--- src/design/rtc_ctl_pkg.sv ---
package rtc_ctl_pkg;

    ////////////////////////////////////////////////////////////////////////
    // register offsets
    localparam logic [7:0] ADDR_RTC_CONTROL    = 8'h0E;
    localparam logic [7:0] ADDR_RTC_STATUS     = 8'h0F;
    localparam logic [7:0] ADDR_CHARGER_CONFIG = 8'h10;

    ////////////////////////////////////////////////////////////////////////
    // rtc_control field positions
    localparam int CTL_OSC_HALT_BIT    = 7;
    localparam int CTL_BACKUP_OUT_BIT  = 5;
    localparam int CTL_RATE_HIGH_BIT   = 4;
    localparam int CTL_RATE_LOW_BIT    = 3;
    localparam int CTL_FUNC_SEL_BIT    = 2;
    localparam int CTL_ALARM_B_IE_BIT  = 1;
    localparam int CTL_ALARM_A_IE_BIT  = 0;
    // writable bits of rtc_control, bit 6 stays zero
    localparam logic [7:0] CTL_WRITE_MASK = 8'hBF;

    ////////////////////////////////////////////////////////////////////////
    // rtc_status field positions
    localparam int STS_OSC_HALTED_BIT  = 7;
    localparam int STS_ALARM_B_BIT     = 1;
    localparam int STS_ALARM_A_BIT     = 0;

    ////////////////////////////////////////////////////////////////////////
    // charger_config field positions and codes
    localparam int CHG_UNLOCK_LSB      = 4;
    localparam int CHG_DIODE_LSB       = 2;
    localparam int CHG_RES_LSB         = 0;
    localparam logic [3:0] CHG_UNLOCK_CODE  = 4'hA;
    localparam logic [1:0] DIODE_NONE       = 2'h1;
    localparam logic [1:0] DIODE_ONE        = 2'h2;
    localparam logic [1:0] RES_OFF          = 2'h0;
    localparam logic [1:0] RES_250          = 2'h1;
    localparam logic [1:0] RES_2K           = 2'h2;
    localparam logic [1:0] RES_4K           = 2'h3;

    ////////////////////////////////////////////////////////////////////////
    // first power-up values
    localparam logic [7:0] CTL_RESET_VALUE = 8'h18;
    localparam logic [7:0] STS_RESET_VALUE = 8'h80;
    localparam logic [7:0] CHG_RESET_VALUE = 8'h00;

    ////////////////////////////////////////////////////////////////////////
    // rate select codes and divider taps (tap k gives 2^k oscillator edges per half wave)
    localparam logic [1:0] RATE_1HZ    = 2'h0;
    localparam logic [1:0] RATE_4K096  = 2'h1;
    localparam logic [1:0] RATE_8K192  = 2'h2;
    localparam logic [1:0] RATE_32K768 = 2'h3;
    localparam int OSC_FREQ_HZ  = 32768;
    localparam int DIV_WIDTH    = 15;
    localparam int TAP_1HZ      = 14;
    localparam int TAP_4K096    = 2;
    localparam int TAP_8K192    = 1;

    ////////////////////////////////////////////////////////////////////////
    // synchroniser depth for pin inputs
    localparam int SYNC_STAGES  = 3;

endpackage : rtc_ctl_pkg

--- src/design/pin_sync.sv ---
`timescale 1ns/10ps
`default_nettype none

////////////////////////////////////////////////////////////////////////////
// three-stage synchroniser; a change counts once stages two and three agree
module pin_sync
(
    input  wire logic sys_clk,   // system clock
    input  wire logic rst_b,     // async reset, active low
    input  wire logic d_async,   // pin level from another domain
    output logic      q          // filtered level
);

    logic s1_ff;                 // metastability catcher, read by s2 only
    logic s2_ff;                 // second stage
    logic s3_ff;                 // third stage
    logic q_ff;                  // agreed level
    logic nxt_q;                 // next agreed level

    // accept a new level only when stages two and three agree
    assign nxt_q = (s2_ff == s3_ff) ? s3_ff : q_ff;
    assign q     = q_ff;

    // shift chain
    always_ff @(posedge sys_clk or negedge rst_b)
    begin
        if (!rst_b)
        begin
            s1_ff <= 1'b0;
            s2_ff <= 1'b0;
            s3_ff <= 1'b0;
            q_ff  <= 1'b0;
        end
        else
        begin
            s1_ff <= d_async;
            s2_ff <= s1_ff;
            s3_ff <= s2_ff;
            q_ff  <= nxt_q;
        end
    end

endmodule : pin_sync

`default_nettype wire

--- src/design/rtc_control_status_charger.sv ---
// Functional notes
// control halt bit stops oscillator, zero runs
// pin floats on backup unless enabled
// control resets: run, 32 kHz, wave, disabled
// rate bits pick 1Hz/4k/8k/32k wave; the code gives 16k for the 32k code
// function select chooses wave or alarm interrupt
// alarm B drives pin only when enabled
// alarm A drives pin only when enabled
// interrupt output is OR of enabled flags
// halted flag set on oscillator stop edge
// halted flag set at power-up, fail, halt
// halted flag clears only by writing zero
// alarm B flag set on match, write-zero clears
// alarm A flag set on match, write-zero clears
// charger enabled only with unlock nibble 1010
// charger register resets to all zeros
// diode field 01 none, 10 one, else off
// resistor field 01/10/11 values, 00 off
// alarms compared once per second tick
// interrupt holds until its flag cleared
// unused control/status bits read zero
// wave divides oscillator, stops when halted
`timescale 1ns/10ps
`default_nettype none

module rtc_control_status_charger
(
    input  wire logic       sys_clk,          // 125 MHz system clock
    input  wire logic       rst_b,            // first power-up, active low
    // register port from the serial protocol engine
    input  wire logic       reg_wr,           // write strobe, one cycle
    input  wire logic [7:0] reg_addr,         // register pointer
    input  wire logic [7:0] reg_wdata,        // write data
    output logic      [7:0] reg_rdata,        // read data, one cycle later
    // oscillator and supply monitors (pins)
    input  wire logic       osc_clk_in,       // 32.768 kHz oscillator
    input  wire logic       osc_fail_in,      // oscillator failed to run
    input  wire logic       main_supply_ok,   // supply above trip point
    // alarm comparator results, pulses on this clock
    input  wire logic       alarm_a_match,    // alarm A matched
    input  wire logic       alarm_b_match,    // alarm B matched
    // outputs
    output logic            osc_run,          // oscillator enable
    output logic            second_tick,      // once-per-second pulse
    output logic            wave_or_irq_pin_o,  // pin level, irq low
    output logic            wave_or_irq_pin_oe, // pin driven
    output logic            charger_enable,   // charger path on
    output logic            charger_diode,    // one diode in path
    output logic      [1:0] charger_resistor  // resistor code
);

    ////////////////////////////////////////////////////////////////////////
    // registers
    logic [7:0] ctl_ff;          // rtc_control
    logic [7:0] nxt_ctl;
    logic       osf_ff;          // osc_halted_flag
    logic       nxt_osf;
    logic       alarm_a_ff;      // alarm_a_flag
    logic       nxt_alarm_a;
    logic       alarm_b_ff;      // alarm_b_flag
    logic       nxt_alarm_b;
    logic [7:0] chg_ff;          // charger_config
    logic [7:0] nxt_chg;
    logic [7:0] rdata_ff;        // read data
    logic [7:0] nxt_rdata;

    ////////////////////////////////////////////////////////////////////////
    // oscillator side state
    logic                      osc_lvl;       // synchronised oscillator
    logic                      osc_lvl_d_ff;  // previous level
    logic                      fail_lvl;      // synchronised fail level
    logic                      fail_lvl_d_ff; // previous fail level
    logic                      supply_lvl;    // synchronised supply ok
    logic [rtc_ctl_pkg::DIV_WIDTH-1:0] div_ff;  // edge divider
    logic [rtc_ctl_pkg::DIV_WIDTH-1:0] nxt_div;
    logic                      halt_d_ff;     // previous halt bit
    logic                      run_ff;        // oscillator enable
    logic                      tick_ff;       // second tick
    logic                      nxt_tick;

    ////////////////////////////////////////////////////////////////////////
    // output flops
    logic       pin_o_ff;
    logic       nxt_pin_o;
    logic       pin_oe_ff;
    logic       nxt_pin_oe;
    logic       chg_en_ff;
    logic       nxt_chg_en;
    logic       chg_diode_ff;
    logic [1:0] chg_res_ff;

    ////////////////////////////////////////////////////////////////////////
    // input synchronisers
    // oscillator waveform pin
    pin_sync u_sync_osc
    (
        .sys_clk (sys_clk),
        .rst_b   (rst_b),
        .d_async (osc_clk_in),
        .q       (osc_lvl)
    );

    // oscillator fail monitor pin
    pin_sync u_sync_fail
    (
        .sys_clk (sys_clk),
        .rst_b   (rst_b),
        .d_async (osc_fail_in),
        .q       (fail_lvl)
    );

    // main supply monitor pin
    pin_sync u_sync_supply
    (
        .sys_clk (sys_clk),
        .rst_b   (rst_b),
        .d_async (main_supply_ok),
        .q       (supply_lvl)
    );

    ////////////////////////////////////////////////////////////////////////
    // address decode
    // unmapped pointers decode to no write
    wire wr_ctl = reg_wr && (reg_addr == rtc_ctl_pkg::ADDR_RTC_CONTROL);
    wire wr_sts = reg_wr && (reg_addr == rtc_ctl_pkg::ADDR_RTC_STATUS);
    wire wr_chg = reg_wr && (reg_addr == rtc_ctl_pkg::ADDR_CHARGER_CONFIG);

    ////////////////////////////////////////////////////////////////////////
    // control fields
    wire       halt_bit  = ctl_ff[rtc_ctl_pkg::CTL_OSC_HALT_BIT];
    wire       bkup_en   = ctl_ff[rtc_ctl_pkg::CTL_BACKUP_OUT_BIT];
    wire [1:0] rate_sel  = {ctl_ff[rtc_ctl_pkg::CTL_RATE_HIGH_BIT],
                            ctl_ff[rtc_ctl_pkg::CTL_RATE_LOW_BIT]};
    wire       func_sel  = ctl_ff[rtc_ctl_pkg::CTL_FUNC_SEL_BIT];
    wire       ie_b      = ctl_ff[rtc_ctl_pkg::CTL_ALARM_B_IE_BIT];
    wire       ie_a      = ctl_ff[rtc_ctl_pkg::CTL_ALARM_A_IE_BIT];

    // control write, bit 6 kept at zero
    assign nxt_ctl = wr_ctl ? (reg_wdata & rtc_ctl_pkg::CTL_WRITE_MASK)
                            : ctl_ff;

    ////////////////////////////////////////////////////////////////////////
    // oscillator edge and divider
    // a rising oscillator edge counts only while the oscillator runs
    wire osc_rise  = osc_lvl && !osc_lvl_d_ff && !halt_bit;
    wire div_wrap  = osc_rise && (&div_ff);

    assign nxt_div  = osc_rise ? div_ff + 1'b1 : div_ff;
    assign nxt_tick = div_wrap;

    ////////////////////////////////////////////////////////////////////////
    // oscillator stop events
    // halt bit turned on, or the fail monitor rising
    wire halt_rise = halt_bit && !halt_d_ff;
    wire fail_rise = fail_lvl && !fail_lvl_d_ff;
    wire osf_set   = halt_rise || fail_rise;

    ////////////////////////////////////////////////////////////////////////
    // sticky flags: set wins over a write of zero, a one never sets
    wire osf_clr = wr_sts && !reg_wdata[rtc_ctl_pkg::STS_OSC_HALTED_BIT];
    wire a_clr   = wr_sts && !reg_wdata[rtc_ctl_pkg::STS_ALARM_A_BIT];
    wire b_clr   = wr_sts && !reg_wdata[rtc_ctl_pkg::STS_ALARM_B_BIT];

    assign nxt_osf     = osf_set || (osf_ff && !osf_clr);
    assign nxt_alarm_a = alarm_a_match || (alarm_a_ff && !a_clr);
    assign nxt_alarm_b = alarm_b_match || (alarm_b_ff && !b_clr);

    ////////////////////////////////////////////////////////////////////////
    // square wave select
    // only the 32k tap, div_ff[0], runs at half its nominal rate
    wire wave_sel = (rate_sel == rtc_ctl_pkg::RATE_1HZ)
                        ? div_ff[rtc_ctl_pkg::TAP_1HZ]
                  : (rate_sel == rtc_ctl_pkg::RATE_4K096)
                        ? div_ff[rtc_ctl_pkg::TAP_4K096]
                  : (rate_sel == rtc_ctl_pkg::RATE_8K192)
                        ? div_ff[rtc_ctl_pkg::TAP_8K192]
                        : div_ff[0];

    ////////////////////////////////////////////////////////////////////////
    // interrupt from enabled flags, held until the flag clears
    wire irq_a    = alarm_a_ff && ie_a && func_sel;
    wire irq_b    = alarm_b_ff && ie_b && func_sel;
    wire irq_any  = irq_a || irq_b;

    // wave mode drives the wave, interrupt mode drives low when active
    assign nxt_pin_o  = func_sel ? !irq_any : wave_sel;
    // on backup supply the pin floats unless backup output enabled
    assign nxt_pin_oe = supply_lvl || bkup_en;

    ////////////////////////////////////////////////////////////////////////
    // charger decode
    // any invalid field keeps the charger off
    wire [3:0] unlock_nib = chg_ff[rtc_ctl_pkg::CHG_UNLOCK_LSB +: 4];
    wire [1:0] diode_choice    = chg_ff[rtc_ctl_pkg::CHG_DIODE_LSB +: 2];
    wire [1:0] resistor_choice = chg_ff[rtc_ctl_pkg::CHG_RES_LSB +: 2];
    wire       unlock_ok = (unlock_nib == rtc_ctl_pkg::CHG_UNLOCK_CODE);
    wire       diode_ok  = (diode_choice == rtc_ctl_pkg::DIODE_NONE) ||
                           (diode_choice == rtc_ctl_pkg::DIODE_ONE);
    wire       res_ok    = (resistor_choice != rtc_ctl_pkg::RES_OFF);

    assign nxt_chg    = wr_chg ? reg_wdata : chg_ff;
    assign nxt_chg_en = unlock_ok && diode_ok && res_ok;

    ////////////////////////////////////////////////////////////////////////
    // read mux, unused bits zero
    // unmapped pointers read as zero
    wire [7:0] sts_view = {osf_ff, 5'h00, alarm_b_ff, alarm_a_ff};

    assign nxt_rdata =
        (reg_addr == rtc_ctl_pkg::ADDR_RTC_CONTROL)    ? ctl_ff   :
        (reg_addr == rtc_ctl_pkg::ADDR_RTC_STATUS)     ? sts_view :
        (reg_addr == rtc_ctl_pkg::ADDR_CHARGER_CONFIG) ? chg_ff   :
                                                         8'h00;

    ////////////////////////////////////////////////////////////////////////
    // register file
    // reset is first power-up
    always_ff @(posedge sys_clk or negedge rst_b)
    begin
        if (!rst_b)
        begin
            ctl_ff     <= rtc_ctl_pkg::CTL_RESET_VALUE;
            osf_ff     <= rtc_ctl_pkg::STS_RESET_VALUE[7];
            alarm_a_ff <= 1'b0;
            alarm_b_ff <= 1'b0;
            chg_ff     <= rtc_ctl_pkg::CHG_RESET_VALUE;
            rdata_ff   <= 8'h00;
        end
        else
        begin
            ctl_ff     <= nxt_ctl;
            osf_ff     <= nxt_osf;
            alarm_a_ff <= nxt_alarm_a;
            alarm_b_ff <= nxt_alarm_b;
            chg_ff     <= nxt_chg;
            rdata_ff   <= nxt_rdata;
        end
    end

    ////////////////////////////////////////////////////////////////////////
    // oscillator divider and edge history
    // run follows the halt bit one cycle late
    always_ff @(posedge sys_clk or negedge rst_b)
    begin
        if (!rst_b)
        begin
            div_ff        <= '0;
            osc_lvl_d_ff  <= 1'b0;
            fail_lvl_d_ff <= 1'b0;
            halt_d_ff     <= 1'b0;
            run_ff        <= 1'b1;
            tick_ff       <= 1'b0;
        end
        else
        begin
            div_ff        <= nxt_div;
            osc_lvl_d_ff  <= osc_lvl;
            fail_lvl_d_ff <= fail_lvl;
            halt_d_ff     <= halt_bit;
            run_ff        <= !halt_bit;
            tick_ff       <= nxt_tick;
        end
    end

    ////////////////////////////////////////////////////////////////////////
    // output flops
    // resistor code shows only when enabled
    always_ff @(posedge sys_clk or negedge rst_b)
    begin
        if (!rst_b)
        begin
            pin_o_ff     <= 1'b1;
            pin_oe_ff    <= 1'b0;
            chg_en_ff    <= 1'b0;
            chg_diode_ff <= 1'b0;
            chg_res_ff   <= rtc_ctl_pkg::RES_OFF;
        end
        else
        begin
            pin_o_ff     <= nxt_pin_o;
            pin_oe_ff    <= nxt_pin_oe;
            chg_en_ff    <= nxt_chg_en;
            chg_diode_ff <= (diode_choice == rtc_ctl_pkg::DIODE_ONE);
            chg_res_ff   <= nxt_chg_en ? resistor_choice
                                       : rtc_ctl_pkg::RES_OFF;
        end
    end

    ////////////////////////////////////////////////////////////////////////
    // port drive
    // every port is a flop output
    assign reg_rdata          = rdata_ff;
    assign osc_run            = run_ff;
    assign second_tick        = tick_ff;
    assign wave_or_irq_pin_o  = pin_o_ff;
    assign wave_or_irq_pin_oe = pin_oe_ff;
    assign charger_enable     = chg_en_ff;
    assign charger_diode      = chg_diode_ff;
    assign charger_resistor   = chg_res_ff;

endmodule : rtc_control_status_charger

`default_nettype wire

--- config.mk ---
export PLATFORM = sky130hd
export DESIGN_NAME = rtc_control_status_charger
export DESIGN_NICKNAME = d
export VERILOG_FILES = /design/src/design/rtc_ctl_pkg.sv /design/src/design/pin_sync.sv /design/src/design/rtc_control_status_charger.sv
export SDC_FILE = /design/constraint.sdc
export NUM_CORES = 1
export LEC_CHECK = 0
export ABC_CLOCK_PERIOD_IN_PS = 1350
export BUFFER_PORTS_ARGS = -buffer_cell sky130_fd_sc_hd__buf_2
export CELL_PAD_IN_SITES_DETAIL_PLACEMENT = 0
export CELL_PAD_IN_SITES_GLOBAL_PLACEMENT = 1
export CORE_ASPECT_RATIO = 1.5
export CORE_UTILIZATION = 41
export CTS_CLUSTER_DIAMETER = 100
export DETAILED_ROUTE_END_ITERATION = 8
export PLACE_DENSITY_LB_ADDON = 0.1
export RECOVER_POWER = 50
export SLEW_MARGIN = 20
export SYNTH_ARGS = -nofsm -noshare
export SYNTH_HDL_FRONTEND = slang
export SYNTH_SLANG_ARGS = --single-unit
--- constraint.sdc ---
create_clock -name sys_clk -period 1.35 [get_ports sys_clk]
set_input_delay 0.27 -clock sys_clk [delete_from_list [all_inputs] [get_ports sys_clk]]
set_output_delay 0.27 -clock sys_clk [all_outputs]
set_load 0.01 [all_outputs]
### After elaboration in Yosys (flattened, before gate mapping)

Cells that the tools add are included.

* output and inout bits: 16
* bits of input ports: 24
* flip-flop bits (word level): 64
* word-level logic and storage cells: 90

* mux-type cells: 8
* $add $sub $neg: 1
* equal/unequal tests: 11
* reductions and logical operators: 41

Operators by type and width (number)
* $mux 8: 3
* $logic_and 1x1->1: 20
* $eq 8x4->1 const B: 2
* $add 15x1->15 const B: 1
* $reduce_and 15->1: 1
* $logic_not 1->1: 11
* $eq 8x5->1 const B: 1
* $logic_or 1x1->1: 7
* $eq 2x1->1 const B: 2
* $eq 2x2->1 const B: 2
* $eq 4x4->1 const B: 1
* $mux 1: 4
* $eq 1x1->1: 3
* $logic_not 2->1: 1
* $mux 2: 1
* $reduce_bool 2->1: 1

### Logic depth before layout (Yosys ltp)

Gate-level depths: netlist of run 1.

* depth in word-level cells: 6
* depth in mapped cells: 5
* depth with buffers taken out: 5

### Hierarchy

From an unflattened synthesis of run 1, not the netlist that was laid out.

* cells, all modules: 172
* area total of the unflattened synthesis: 2487.4 um^2

By module, submodules not included
* rtc_control_status_charger: cells an instance 157, area an instance 2153.3 um^2, sequential area each 1307.5 um^2, instances 1
* pin_sync: cells an instance 5, area an instance 111.4 um^2, sequential area each 100.1 um^2, instances 3

### Worst setup path after synthesis of run 1

No wires, ideal clock.

* path type: input -> register
* from: input port reg_addr[5]
* to: register ctl_ff[0]
* path buffers: 1
* setup slack: -325 ps
* stages on the path: 5
* required time: 1225 ps
* library setup time: 125 ps
* data arrival time: 1549 ps
* path through: or3_4 nor3_2 and2_4 buf_12 mux2_4

* longest elaborated chain between the ends: 2

Ends and longest elaborated chain
* start: declaration: line rtc_control_status_charger.sv:32 `input wire logic [7:0] reg_addr,`
* $eq 8x4->1: line rtc_control_status_charger.sv:124 `wire wr_ctl = reg_wr && (reg_addr == rtc_ctl_pkg::ADDR_RTC_CONTROL);`
* $logic_and 1x1->1: line rtc_control_status_charger.sv:124
* end signal: assignment: line rtc_control_status_charger.sv:222 `ctl_ff <= rtc_ctl_pkg::CTL_RESET_VALUE;`
* end signal: assignment: line rtc_control_status_charger.sv:231 `ctl_ff <= nxt_ctl;`
* end: declaration: line rtc_control_status_charger.sv:54 `logic [7:0] ctl_ff;`

Every way passes these cells.
A chain may end at the register's enable or synchronous reset.

### Worst setup path in the final report of run 1

* from: register ctl_ff[7]
* to: register div_ff[11] (netlist bit)

* longest elaborated chain between the ends: 2

Ends and longest elaborated chain
* $logic_not 1->1: line rtc_control_status_charger.sv:145 `wire osc_rise = osc_lvl && !osc_lvl_d_ff && !halt_bit;`
* $logic_and 1x1->1: line rtc_control_status_charger.sv:145
* end signal: assignment: line rtc_control_status_charger.sv:256 `div_ff <= nxt_div;`
* end: declaration: line rtc_control_status_charger.sv:74 `logic [rtc_ctl_pkg::DIV_WIDTH-1:0] div_ff;`

Every way passes these cells.

==> results of run 1 <==
==> cell type report <==
class,count,area (um^2),share of cell area [%]
clock buffer,9,124,3.76
clock inverter,7,72.6,2.20
inverter,5,18.8,0.569
multi-input combinational,100,960,29.1
tap,72,90.1,2.73
timing repair buffer,66,425,12.9
sequential,64,1610,48.7
==> power breakdown <==
group          leakage [nW]  switching [mW]  internal (mW)
clock network        0.0952           0.746          0.850
registers             0.819          0.0862           2.07
logic                 0.680           0.274          0.321
==> routing by layer <==
metal	GRT usage (%)	share of wire [%]
met1	19.5	38
met2	29.7	56
met3	3.50	2.9
met4	9.98	2.4
met5	0	0
==> flip-flops by register name, indices dropped and copies added (netlist names), 2 cells and up <==
signal            count
charger_resistor      2
chg_ff                8
ctl_ff                7
div_ff               15
reg_rdata             8
==> kinds of logic (layout without fill, tap and decap cells) <==
family | after synthesis | in the layout | synth area share, %
and+or+nand+nor | 48 | 48 | 12.5
DFF | 64 | 64 | 63.6
buffers and inverters | 8 | 87 | 1.83
AOI/OAI and AO/OA | 15 | 15 | 4.40
adders and majority gates | 5 | 5 | 2.18
xor gates and xnor gates | 14 | 14 | 4.85
muxes | 18 | 18 | 10.7
==> layout by cell type, fill, tap and decap left out, types with 2 or more instances in the layout <==
cell | Yosys | final
a21o_1 | 3 | 3
a22o_1 | 4 | 4
a22oi_1 | 2 | 2
a2bb2oi_1 | 2 | 2
and2_1 | 5 | 5
buf_2 | 0 | 37
buf_4 | 0 | 25
buf_6 | 0 | 2
clkbuf_8 | 0 | 9
clkinv_2 | 0 | 2
clkinv_4 | 0 | 2
clkinvlp_4 | 0 | 2
dfrtp_1 | 59 | 59
dfstp_2 | 5 | 5
ha_1 | 2 | 2
inv_1 | 5 | 5
maj3_1 | 3 | 3
mux2_2 | 2 | 2
mux2_4 | 15 | 15
nand2_1 | 9 | 9
nand3_4 | 1 | 2
nand4_1 | 6 | 6
nand4b_1 | 4 | 4
nor2_1 | 3 | 3
nor3_2 | 1 | 2
o21ai_0 | 3 | 3
xnor2_1 | 10 | 8
xnor2_2 | 0 | 2
xor2_1 | 4 | 4
==> through the flow <==
stage	hold slack [ns]	instances
after floorplan	-0.0256	172
after global placement	0.302	301
after detailed placement	0.307	301
after CTS	0.0175	319
after global routing	0.0219	323
final	0.0332	323
==> path summary, 6_finish.rpt <==
path                                            end
max in group asynchronous                    osf_ff
worst min register to register  u_sync_supply.s2_ff
worst min-delay path               u_sync_osc.s1_ff
worst max-delay path                     div_ff[11]
worst max register to register           div_ff[11]
min in group asynchronous              reg_rdata[5]
==> critical path, stage by stage, from the launching register on <==
cell and delay [ns]:
dfrtp_1 0.43, nor3b_4 0.25, and4_4 0.29, nand4_1 0.13, xnor2_1 0.15
==> what timing repair did <==
action,in CTS,in global routing
gates resized for setup,6,8
buffers inserted,1,4
setup endpoints to repair,16,27
endpoints found under the hold margin,59,0
hold buffers,1,0
pin swaps,3,10
==> metrics.csv, run 1 <==
metric,value,unit
dr.pass1.iters,4,
grt_overflow,0,
rsz0062_at_grt,yes,
finalSetupTns,-0.0635,ns
ys_warn_count,0,
synthTopCellsByCount,"dfrtp_1, mux2_4, xnor2_1",
crit_path_max_fanout,4,
fin_crit_sh,102,%
die_width,66.1,um
syn_inst,172,
core-area,0.00587,mm^2
pin_count,40,
placed_area,0.00298,mm^2
remaining_drc_errors,0,
grt_pass1_vias,1761,
io_buffers,39,
synth_top_cell_by_area,dfrtp_1,
p_leak,1.59,nW
power.density,1320,mW/mm^2
synth.most_common_cell,dfrtp_1,
status,"complete, but fails checks",
finClkSkew,0.00944,ns
slew_headroom,78.1,%
cap_violations,0,
synth_top_cell_area_share,58.4,%
critPathRequiredTime,1.57,ns
die_area,0.00649,mm^2
clock_tree.root_cell,clkbuf_8,
finalWeightedCongestion,0.707,
synth_nets,198,
cp-start-kind,register,
wl_per_cell,15.1,um
antenna_found_initial,0,
drive_gt1_share,47.8,%
clock-sinks,64,
yosys_register_bits,64,
cp-startpoint,ctl_ff[7],
yosys-top-cells-area,"dfrtp_1, mux2_4, dfstp_2, xnor2_1, nand4_1",
synth_area,0.00253,mm^2
fp.dieH,98.2,um
cp-end-kind,register,
drt_iter0_drc,57,
r2r_setup_slack,-0.03,ns
dpl.hpwl,3410,um
slew_viol_final,0,
n_antenna_cell,0,
row_count,34,
synth_async_sr_flop_share,100,%
post-route-util,56.2,%
clock_path_buffers,2,
layout_min_cycle_time,1.38,ns
gr-usage-all-layers,17.4,%
r2r-start,ctl_ff[7],
synth_edf_count,0,
syn_area_per_cell,14.7,um^2
worst_pin_slew,0.328,ns
min_from,osc_clk_in,
clk_pin_slew,0.08,ns
vias,1619,
ir_worst_vdd,0.884,mV
htree_num_levels,3,
fmax,727,MHz
place_ws,-0.378,ns
fin_ws,-0.0253,ns
numCtsBuffers,9,
syn2layout_area_growth,30.4,%
vias_per_cell,5.01,
finalSetupViolations,4,
start_util,43.1,%
ant_nets,0,
grt_max_degree,65,
hold_viol,0,
ys_seq_area_share,63.6,%
fin_area,0.00330,mm^2
whs_path_depth,1,
ys_types,39,
crit_type,reg -> reg,
rr_worst_depth,4,
nNetsFinal,272,
fillCellCount,516,
violations,negative setup slack,
insertion_delay,0.34,ns
grt_pass1_wl,8350,um
tritoncts,yes,
power,4.34,mW
arrival,1.60,ns
ys_dominant_reg_cell,dfrtp_1,
wl,4890,um
min-delay-path-class,in -> reg,
No activity file was read; power rests on OpenSTA's default activity.
==> run 2: changes to the inputs <==
--- a/config.mk
+++ b/config.mk
@@ -13,7 +13,7 @@
 export CORE_UTILIZATION = 41
 export CTS_CLUSTER_DIAMETER = 100
 export DETAILED_ROUTE_END_ITERATION = 8
-export PLACE_DENSITY_LB_ADDON = 0.1
+export PLACE_DENSITY = 0.76
 export RECOVER_POWER = 50
 export SLEW_MARGIN = 20
 export SYNTH_ARGS = -nofsm -noshare
==> run 2 against run 1 <==
Net effect:
- the run still ends with negative setup slack left
- sequential power is essentially flat
- clock power is 23% higher
- largest cell class unchanged
- highest routed layer unchanged
- final cell count rose by 0.62%
- first-iteration DRC count is 28% higher
- utilization grew 0.41 points
==> metrics.csv, run 2 (synthesized netlist as in run 1, its figures left out) <==
metric,value,unit,change
status,"complete, but fails checks",,
violations,negative setup slack,,
vias_per_cell,4.95,,-1.3%
power_switching,1.08,mW,-2.6%
fin_ws,-0.0408,ns,-0.0155 ns
crit_type,reg -> reg,,
layout_commonest_cell,dfrtp_1,,
htree_num_levels,3,,unchanged
min-delay-path-class,in -> reg,,
fin_crit_sh,103,%,+1.1 points
nNetsFinal,274,,+0.74%
cp_num_buf_inv,0,,unchanged
ir_worst_vdd,0.817,mV,-7.6%
syn2layout_area_growth,31.4,%,
die_area,0.00649,mm^2,unchanged
hold_viol,0,,unchanged
fp.dieH,98.2,um,unchanged
worst_path_max_delay_cell,dfrtp_1,,
critPathRequiredTime,1.62,ns,+0.05 ns
ant_nets,0,,unchanged
dr.pass1.iters,4,,unchanged
finalSetupViolations,8,,+4
clock-sinks,64,,unchanged
cp-start-kind,register,,
finClkSkew,0.00524,ns,-0.00420 ns
arrival,1.66,ns,+0.06 ns
power.density,1410,mW/mm^2,+7.4%
vias,1608,,-0.68%
crit_path_max_fanout,4,,unchanged
drive_gt1_share,48.2,%,+0.41 points
largest-register,div_ff,,
fmax,719,MHz,-1.1%
grt_pass1_wl,8110,um,-2.9%
slew_viol_final,0,,unchanged
grt_pass1_vias,1745,,-0.91%
cap_violations,0,,unchanged
n_antenna_cell,0,,unchanged
numCtsBuffers,9,,unchanged
combPwrFrac,12.1,%,-1.6 points
core-area,0.00587,mm^2,unchanged
wl_per_cell,14.4,um,-4.6%
layout.area.seq,0.00161,mm^2,unchanged
finalWeightedCongestion,0.799,,+13%
cp-end-kind,register,,
gr-usage-all-layers,16.9,%,-0.44 points
layout_common_cells,"dfrtp_1, buf_2, buf_4",,
remaining_drc_errors,0,,unchanged
tritoncts,yes,,
fillCellCount,484,,-6.2%
clk_pin_slew,0.07,ns,about the same
power_frac_clock,41.9,%,+5.2 points
grt_overflow,0,,unchanged
critPathMaxStageDelay,0.42,ns,about the same
seqPwrFrac,46.1,%,-3.5 points
holdWs,0.0340,ns,+0.000827 ns
clock_tree.root_cell,clkbuf_8,,
post-route-util,56.6,%,+0.41 points
rsz0062_at_grt,yes,,
io_buffers,39,,unchanged
swShare,22.9,%,-2.5 points
die_width,66.1,um,unchanged
slew_headroom,78.1,%,about the same
cpLargestDelayFamily,simple AND/OR/NAND/NOR gates,,
r2r_setup_slack,-0.04,ns,-0.02 ns
finalSetupTns,-0.213,ns,-0.149 ns
drt_iter0_drc,73,,+28%
power.internal,3.62,mW,+12%
path_cells,"and4bb_2, nand4_1, nor3_2, and2_1",,
wl,4700,um,-4.0%
clock_path_buffers,2,,unchanged
row_count,34,,unchanged
grt_max_degree,65,,unchanged
pin_count,40,,unchanged
start_util,43.1,%,unchanged
multi_input_area,937,um^2,-2.3%
antenna_found_initial,0,,unchanged
dpl.hpwl,3270,um,-4.3%
p_leak,1.61,nW,+1.1%
largest_register_ffs,15,,unchanged
layout_min_cycle_time,1.39,ns,+0.0155 ns
worst_pin_slew,0.328,ns,-0.000205 ns
insertion_delay,0.34,ns,about the same
==> run 2: changes by cell type in the layout (fill, tap and decap cells not counted), sizes merged <==
cell / delta
buf: +1
bufinv: +2
clkinv: -1
clkinvlp: -1
clkbuf: +1
==> run 2: timing repair <==
item | in CTS | in global routing
hold endpoints to repair | 59 | 0
hold buffers | 1 | 0
setup buffers | 3 | 2
pin swaps | 7 | 5
gates resized for setup | 6 | 4
endpoints found under the setup margin | 21 | 23
==> run 2: final timing paths <==
check                            startpoint                  end  cells past startpoint
max                               ctl_ff[7]          second_tick                      4
min                          main_supply_ok  u_sync_supply.s1_ff                      1
max reg2reg                       ctl_ff[7]          second_tick                      4
min reg2reg                u_sync_osc.s1_ff     u_sync_osc.s2_ff                      0
max in group asynchronous             rst_b               osf_ff                      3
min in group asynchronous             rst_b         reg_rdata[5]                      3
==> run 2: cell type report <==
class / count / area share (%)
Sequential cell: 64 / 48.4
Multi-Input combinational cell: 100 / 28.2
Timing Repair Buffer: 68 / 12.8
Clock buffer: 9 / 3.73
Clock inverter: 7 / 3.62
Tap cell: 72 / 2.71
Inverter: 5 / 0.565
==> run 2: routing by layer <==
layer,vias to the layer above,track usage (%),wire length [um]
li1,762,-,-
met1,813,19.1,1840
met2,28,29.6,2630
met3,5,5.49,162
met4,0,5.40,59
met5,-,0,0
==> run 2: metrics by stage <==
step           cells  instance area (um^2)  total power, mW  setup slack, ns
6_report         325                  3320             4.70          -0.0408
5_1_grt          325                  3320             4.94           -0.122
4_1_cts          323                  3290             4.73          -0.0604
3_5_place_dp     303                  2990             2.72           -0.378
3_3_place_gp     303                  2990             2.70           -0.348
2_1_floorplan    172                  2550             2.40           -0.269
==> run 2: power groups by stage <==
stage,sequential [mW],combinational [mW],clock (mW)
floorplan,2.22,0.188,0
global placement,2.19,0.512,0
detailed placement,2.19,0.521,0
CTS,2.16,0.549,2.02
global route,2.18,0.626,2.13
finish,2.16,0.566,1.97
==> run 3: changes to the inputs <==
--- a/config.mk
+++ b/config.mk
@@ -5,15 +5,16 @@
 export SDC_FILE = /design/constraint.sdc
 export NUM_CORES = 1
 export LEC_CHECK = 0
-export ABC_CLOCK_PERIOD_IN_PS = 1350
+export ABC_CLOCK_PERIOD_IN_PS = 1750
 export BUFFER_PORTS_ARGS = -buffer_cell sky130_fd_sc_hd__buf_2
 export CELL_PAD_IN_SITES_DETAIL_PLACEMENT = 0
 export CELL_PAD_IN_SITES_GLOBAL_PLACEMENT = 1
 export CORE_ASPECT_RATIO = 1.5
-export CORE_UTILIZATION = 41
+export CORE_UTILIZATION = 49
 export CTS_CLUSTER_DIAMETER = 100
+export CTS_CLUSTER_SIZE = 25
 export DETAILED_ROUTE_END_ITERATION = 8
-export PLACE_DENSITY = 0.76
+export PLACE_DENSITY = 0.85
 export RECOVER_POWER = 50
 export SLEW_MARGIN = 20
 export SYNTH_ARGS = -nofsm -noshare
==> constraint.sdc (replaced) <==
create_clock -name sys_clk -period 1.75 [get_ports sys_clk]
set_input_delay 0.35 -clock sys_clk [delete_from_list [all_inputs] [get_ports sys_clk]]
set_output_delay 0.35 -clock sys_clk [all_outputs]
set_load 0.01 [all_outputs]
==> run 3 against run 2 <==
Net effect:
- the run ends with max-capacitance violations left
- fmax fell by 10%
- sequential share of layout area rose by 5.1 points
- utilization rose by 4.9 points
- critical path depth rose by 1
- die area fell by 16%
- sequential cell count did not move
- wire length fell by 13%
- clock power fell by 44%
- worst hold slack improved by 0.091 ns
- combinational power fell by 57%
- register-to-register slack improved by 0.24 ns
- critical endpoint unchanged
==> metrics.csv, run 3 (synthesized netlist as in run 1, its figures left out) <==
metric,value,unit,change
status,"complete, but fails checks",,
violations,max-capacitance violations,,
dpl.hpwl,2850,um,-13%
start_util,51.7,%,+8.7 points
largest_register_ffs,15,,unchanged
path_depth,5,,+1
crit_type,reg -> reg,,
combPwrFrac,8.0,%,-4.1 points
cts_resized,0,,-6
whs_path_depth,1,,unchanged
grt_max_degree,65,,unchanged
fmax,646,MHz,-10%
rr_worst_depth,5,,+1
n_antenna_cell,0,,unchanged
cts_setup_buffers,0,,-3
hold_viol,0,,unchanged
finClkSkew,0.00611,ns,+0.000869 ns
ir_worst_vdd,0.584,mV,-29%
antenna_found_initial,0,,unchanged
row_count,31,,-8.8%
grt_pass1_vias,1457,,-17%
drt_iter0_drc,58,,-21%
cp-start-kind,register,,
holdBufCountCts,0,,-1
worst_pin_slew,1.50,ns,+1.17 ns
cpLargestDelayFamily,simple AND/OR/NAND/NOR gates,,
seqPwrFrac,55.9,%,+9.8 points
clock_path_buffers,2,,unchanged
numCtsBuffers,9,,unchanged
power_switching,0.739,mW,-31%
path_cells,"ha_1, and4bb_2, nand4_1, nor3_1, and2_1",,
grt_overflow,0,,unchanged
syn2layout_area_growth,18.8,%,
gr-usage-all-layers,16.8,%,-0.14 points
arrival,1.81,ns,+0.15 ns
drive_gt1_share,38.7,%,-9.5 points
crit_path_max_fanout,5,,+1
swShare,24.2,%,+1.3 points
post-route-util,61.5,%,+4.9 points
insertion_delay,0.33,ns,about the same
fillCellCount,399,,-18%
core-area,0.00489,mm^2,-17%
pin_count,40,,unchanged
die_area,0.00546,mm^2,-16%
clk_pin_slew,0.07,ns,about the same
remaining_drc_errors,0,,unchanged
critPathRequiredTime,2.01,ns,+0.39 ns
slew_viol_final,0,,unchanged
largest-register,div_ff,,
tritoncts,yes,,
slew_headroom,0.263,%,-78 points
rsz0062_at_grt,no,,
ant_nets,0,,unchanged
min-delay-path-class,in -> reg,,
layout_commonest_cell,dfrtp_1,,
cap_violations,1,,+1
critPathMaxStageDelay,0.42,ns,about the same
layout_min_cycle_time,1.55,ns,+0.157 ns
vias_per_cell,5.04,,+1.9%
power.internal,2.32,mW,-36%
die_width,60.7,um,-8.3%
grt_pass1_wl,6650,um,-18%
nNetsFinal,251,,-8.4%
clock-sinks,64,,unchanged
wl_per_cell,13.8,um,-4.3%
finalSetupTns,0,ns,+0.213 ns
fp.dieH,90.0,um,-8.4%
worst_path_max_delay_cell,dfrtp_1,,
finalWeightedCongestion,0.771,,-3.5%
cp_num_buf_inv,0,,unchanged
dr.pass1.iters,4,,unchanged
p_leak,1.45,nW,-10%
clock_tree.root_cell,clkbuf_8,,
cp-end-kind,register,,
vias,1492,,-7.2%
wl,4090,um,-13%
finalSetupViolations,0,,-8
layout_common_cells,"dfrtp_1, buf_2, mux2_4",,
power_frac_clock,36.1,%,-5.8 points
fin_crit_sh,88.5,%,-15 points
power.density,1020,mW/mm^2,-28%
htree_num_levels,3,,unchanged
io_buffers,39,,unchanged
[run 3: changes by cell type in the layout (fill, tap and decap cells not counted), moves of 2 or more]
cell / change
nor3_2: -3
and2_1: +2
clkbuf_8: +2
buf_4: -21
nor3_1: +3
clkinv_4: -2
bufinv_16: -3
and2_4: -2
[run 3: path summary, 6_finish.rpt]
kind / slack [ns] / end / startpoint
max: 0.20 / second_tick / div_ff[0]
min: 0.12 / u_sync_supply.s1_ff / main_supply_ok
max reg2reg: 0.20 / second_tick / div_ff[0]
min reg2reg: 0.35 / u_sync_osc.s2_ff / u_sync_osc.s1_ff
max in group asynchronous: 0.39 / div_ff[3] / rst_b
min in group asynchronous: 0.47 / u_sync_supply.q / rst_b
[run 3: layout make-up]
class	count	area (um^2)	area share (%)
Tap cell	66	82.6	2.75
Multi-Input combinational cell	100	881	29.3
Sequential cell	64	1610	53.5
Inverter	5	18.8	0.625
Clock buffer	13	159	5.29
Clock inverter	3	17.5	0.583
Timing Repair Buffer	45	238	7.91
[run 3: power by group through the flow]
stage	sequential [mW]	combinational [mW]	clock (mW)
5_1_grt	1.73	0.274	1.19
3_5_place_dp	1.73	0.251	0
6_report	1.71	0.246	1.10
2_1_floorplan	1.71	0.144	0
3_3_place_gp	1.73	0.249	0
4_1_cts	1.71	0.254	1.13
[run 3: layer usage]
metal  part of all wire [%]  GRT usage (%)
met5                      0              0
met4                    2.2           9.09
met3                    4.8           5.90
met2                     50           24.3
met1                     43           21.7
[run 3: per-stage QoR]
stage / hold WS (ns) / power, mW / cells / instance area, um^2 / setup slack (ns)
2_1_floorplan: 0.0544 / 1.85 / 172 / 2530 / 0.0505
5_1_grt: 0.106 / 3.19 / 296 / 3000 / 0.0686
6_report: 0.125 / 3.06 / 296 / 3000 / 0.202
3_5_place_dp: 0.338 / 1.98 / 280 / 2840 / -0.0402
3_3_place_gp: 0.333 / 1.98 / 280 / 2840 / -0.0108
4_1_cts: 0.0282 / 3.09 / 296 / 3020 / 0.196
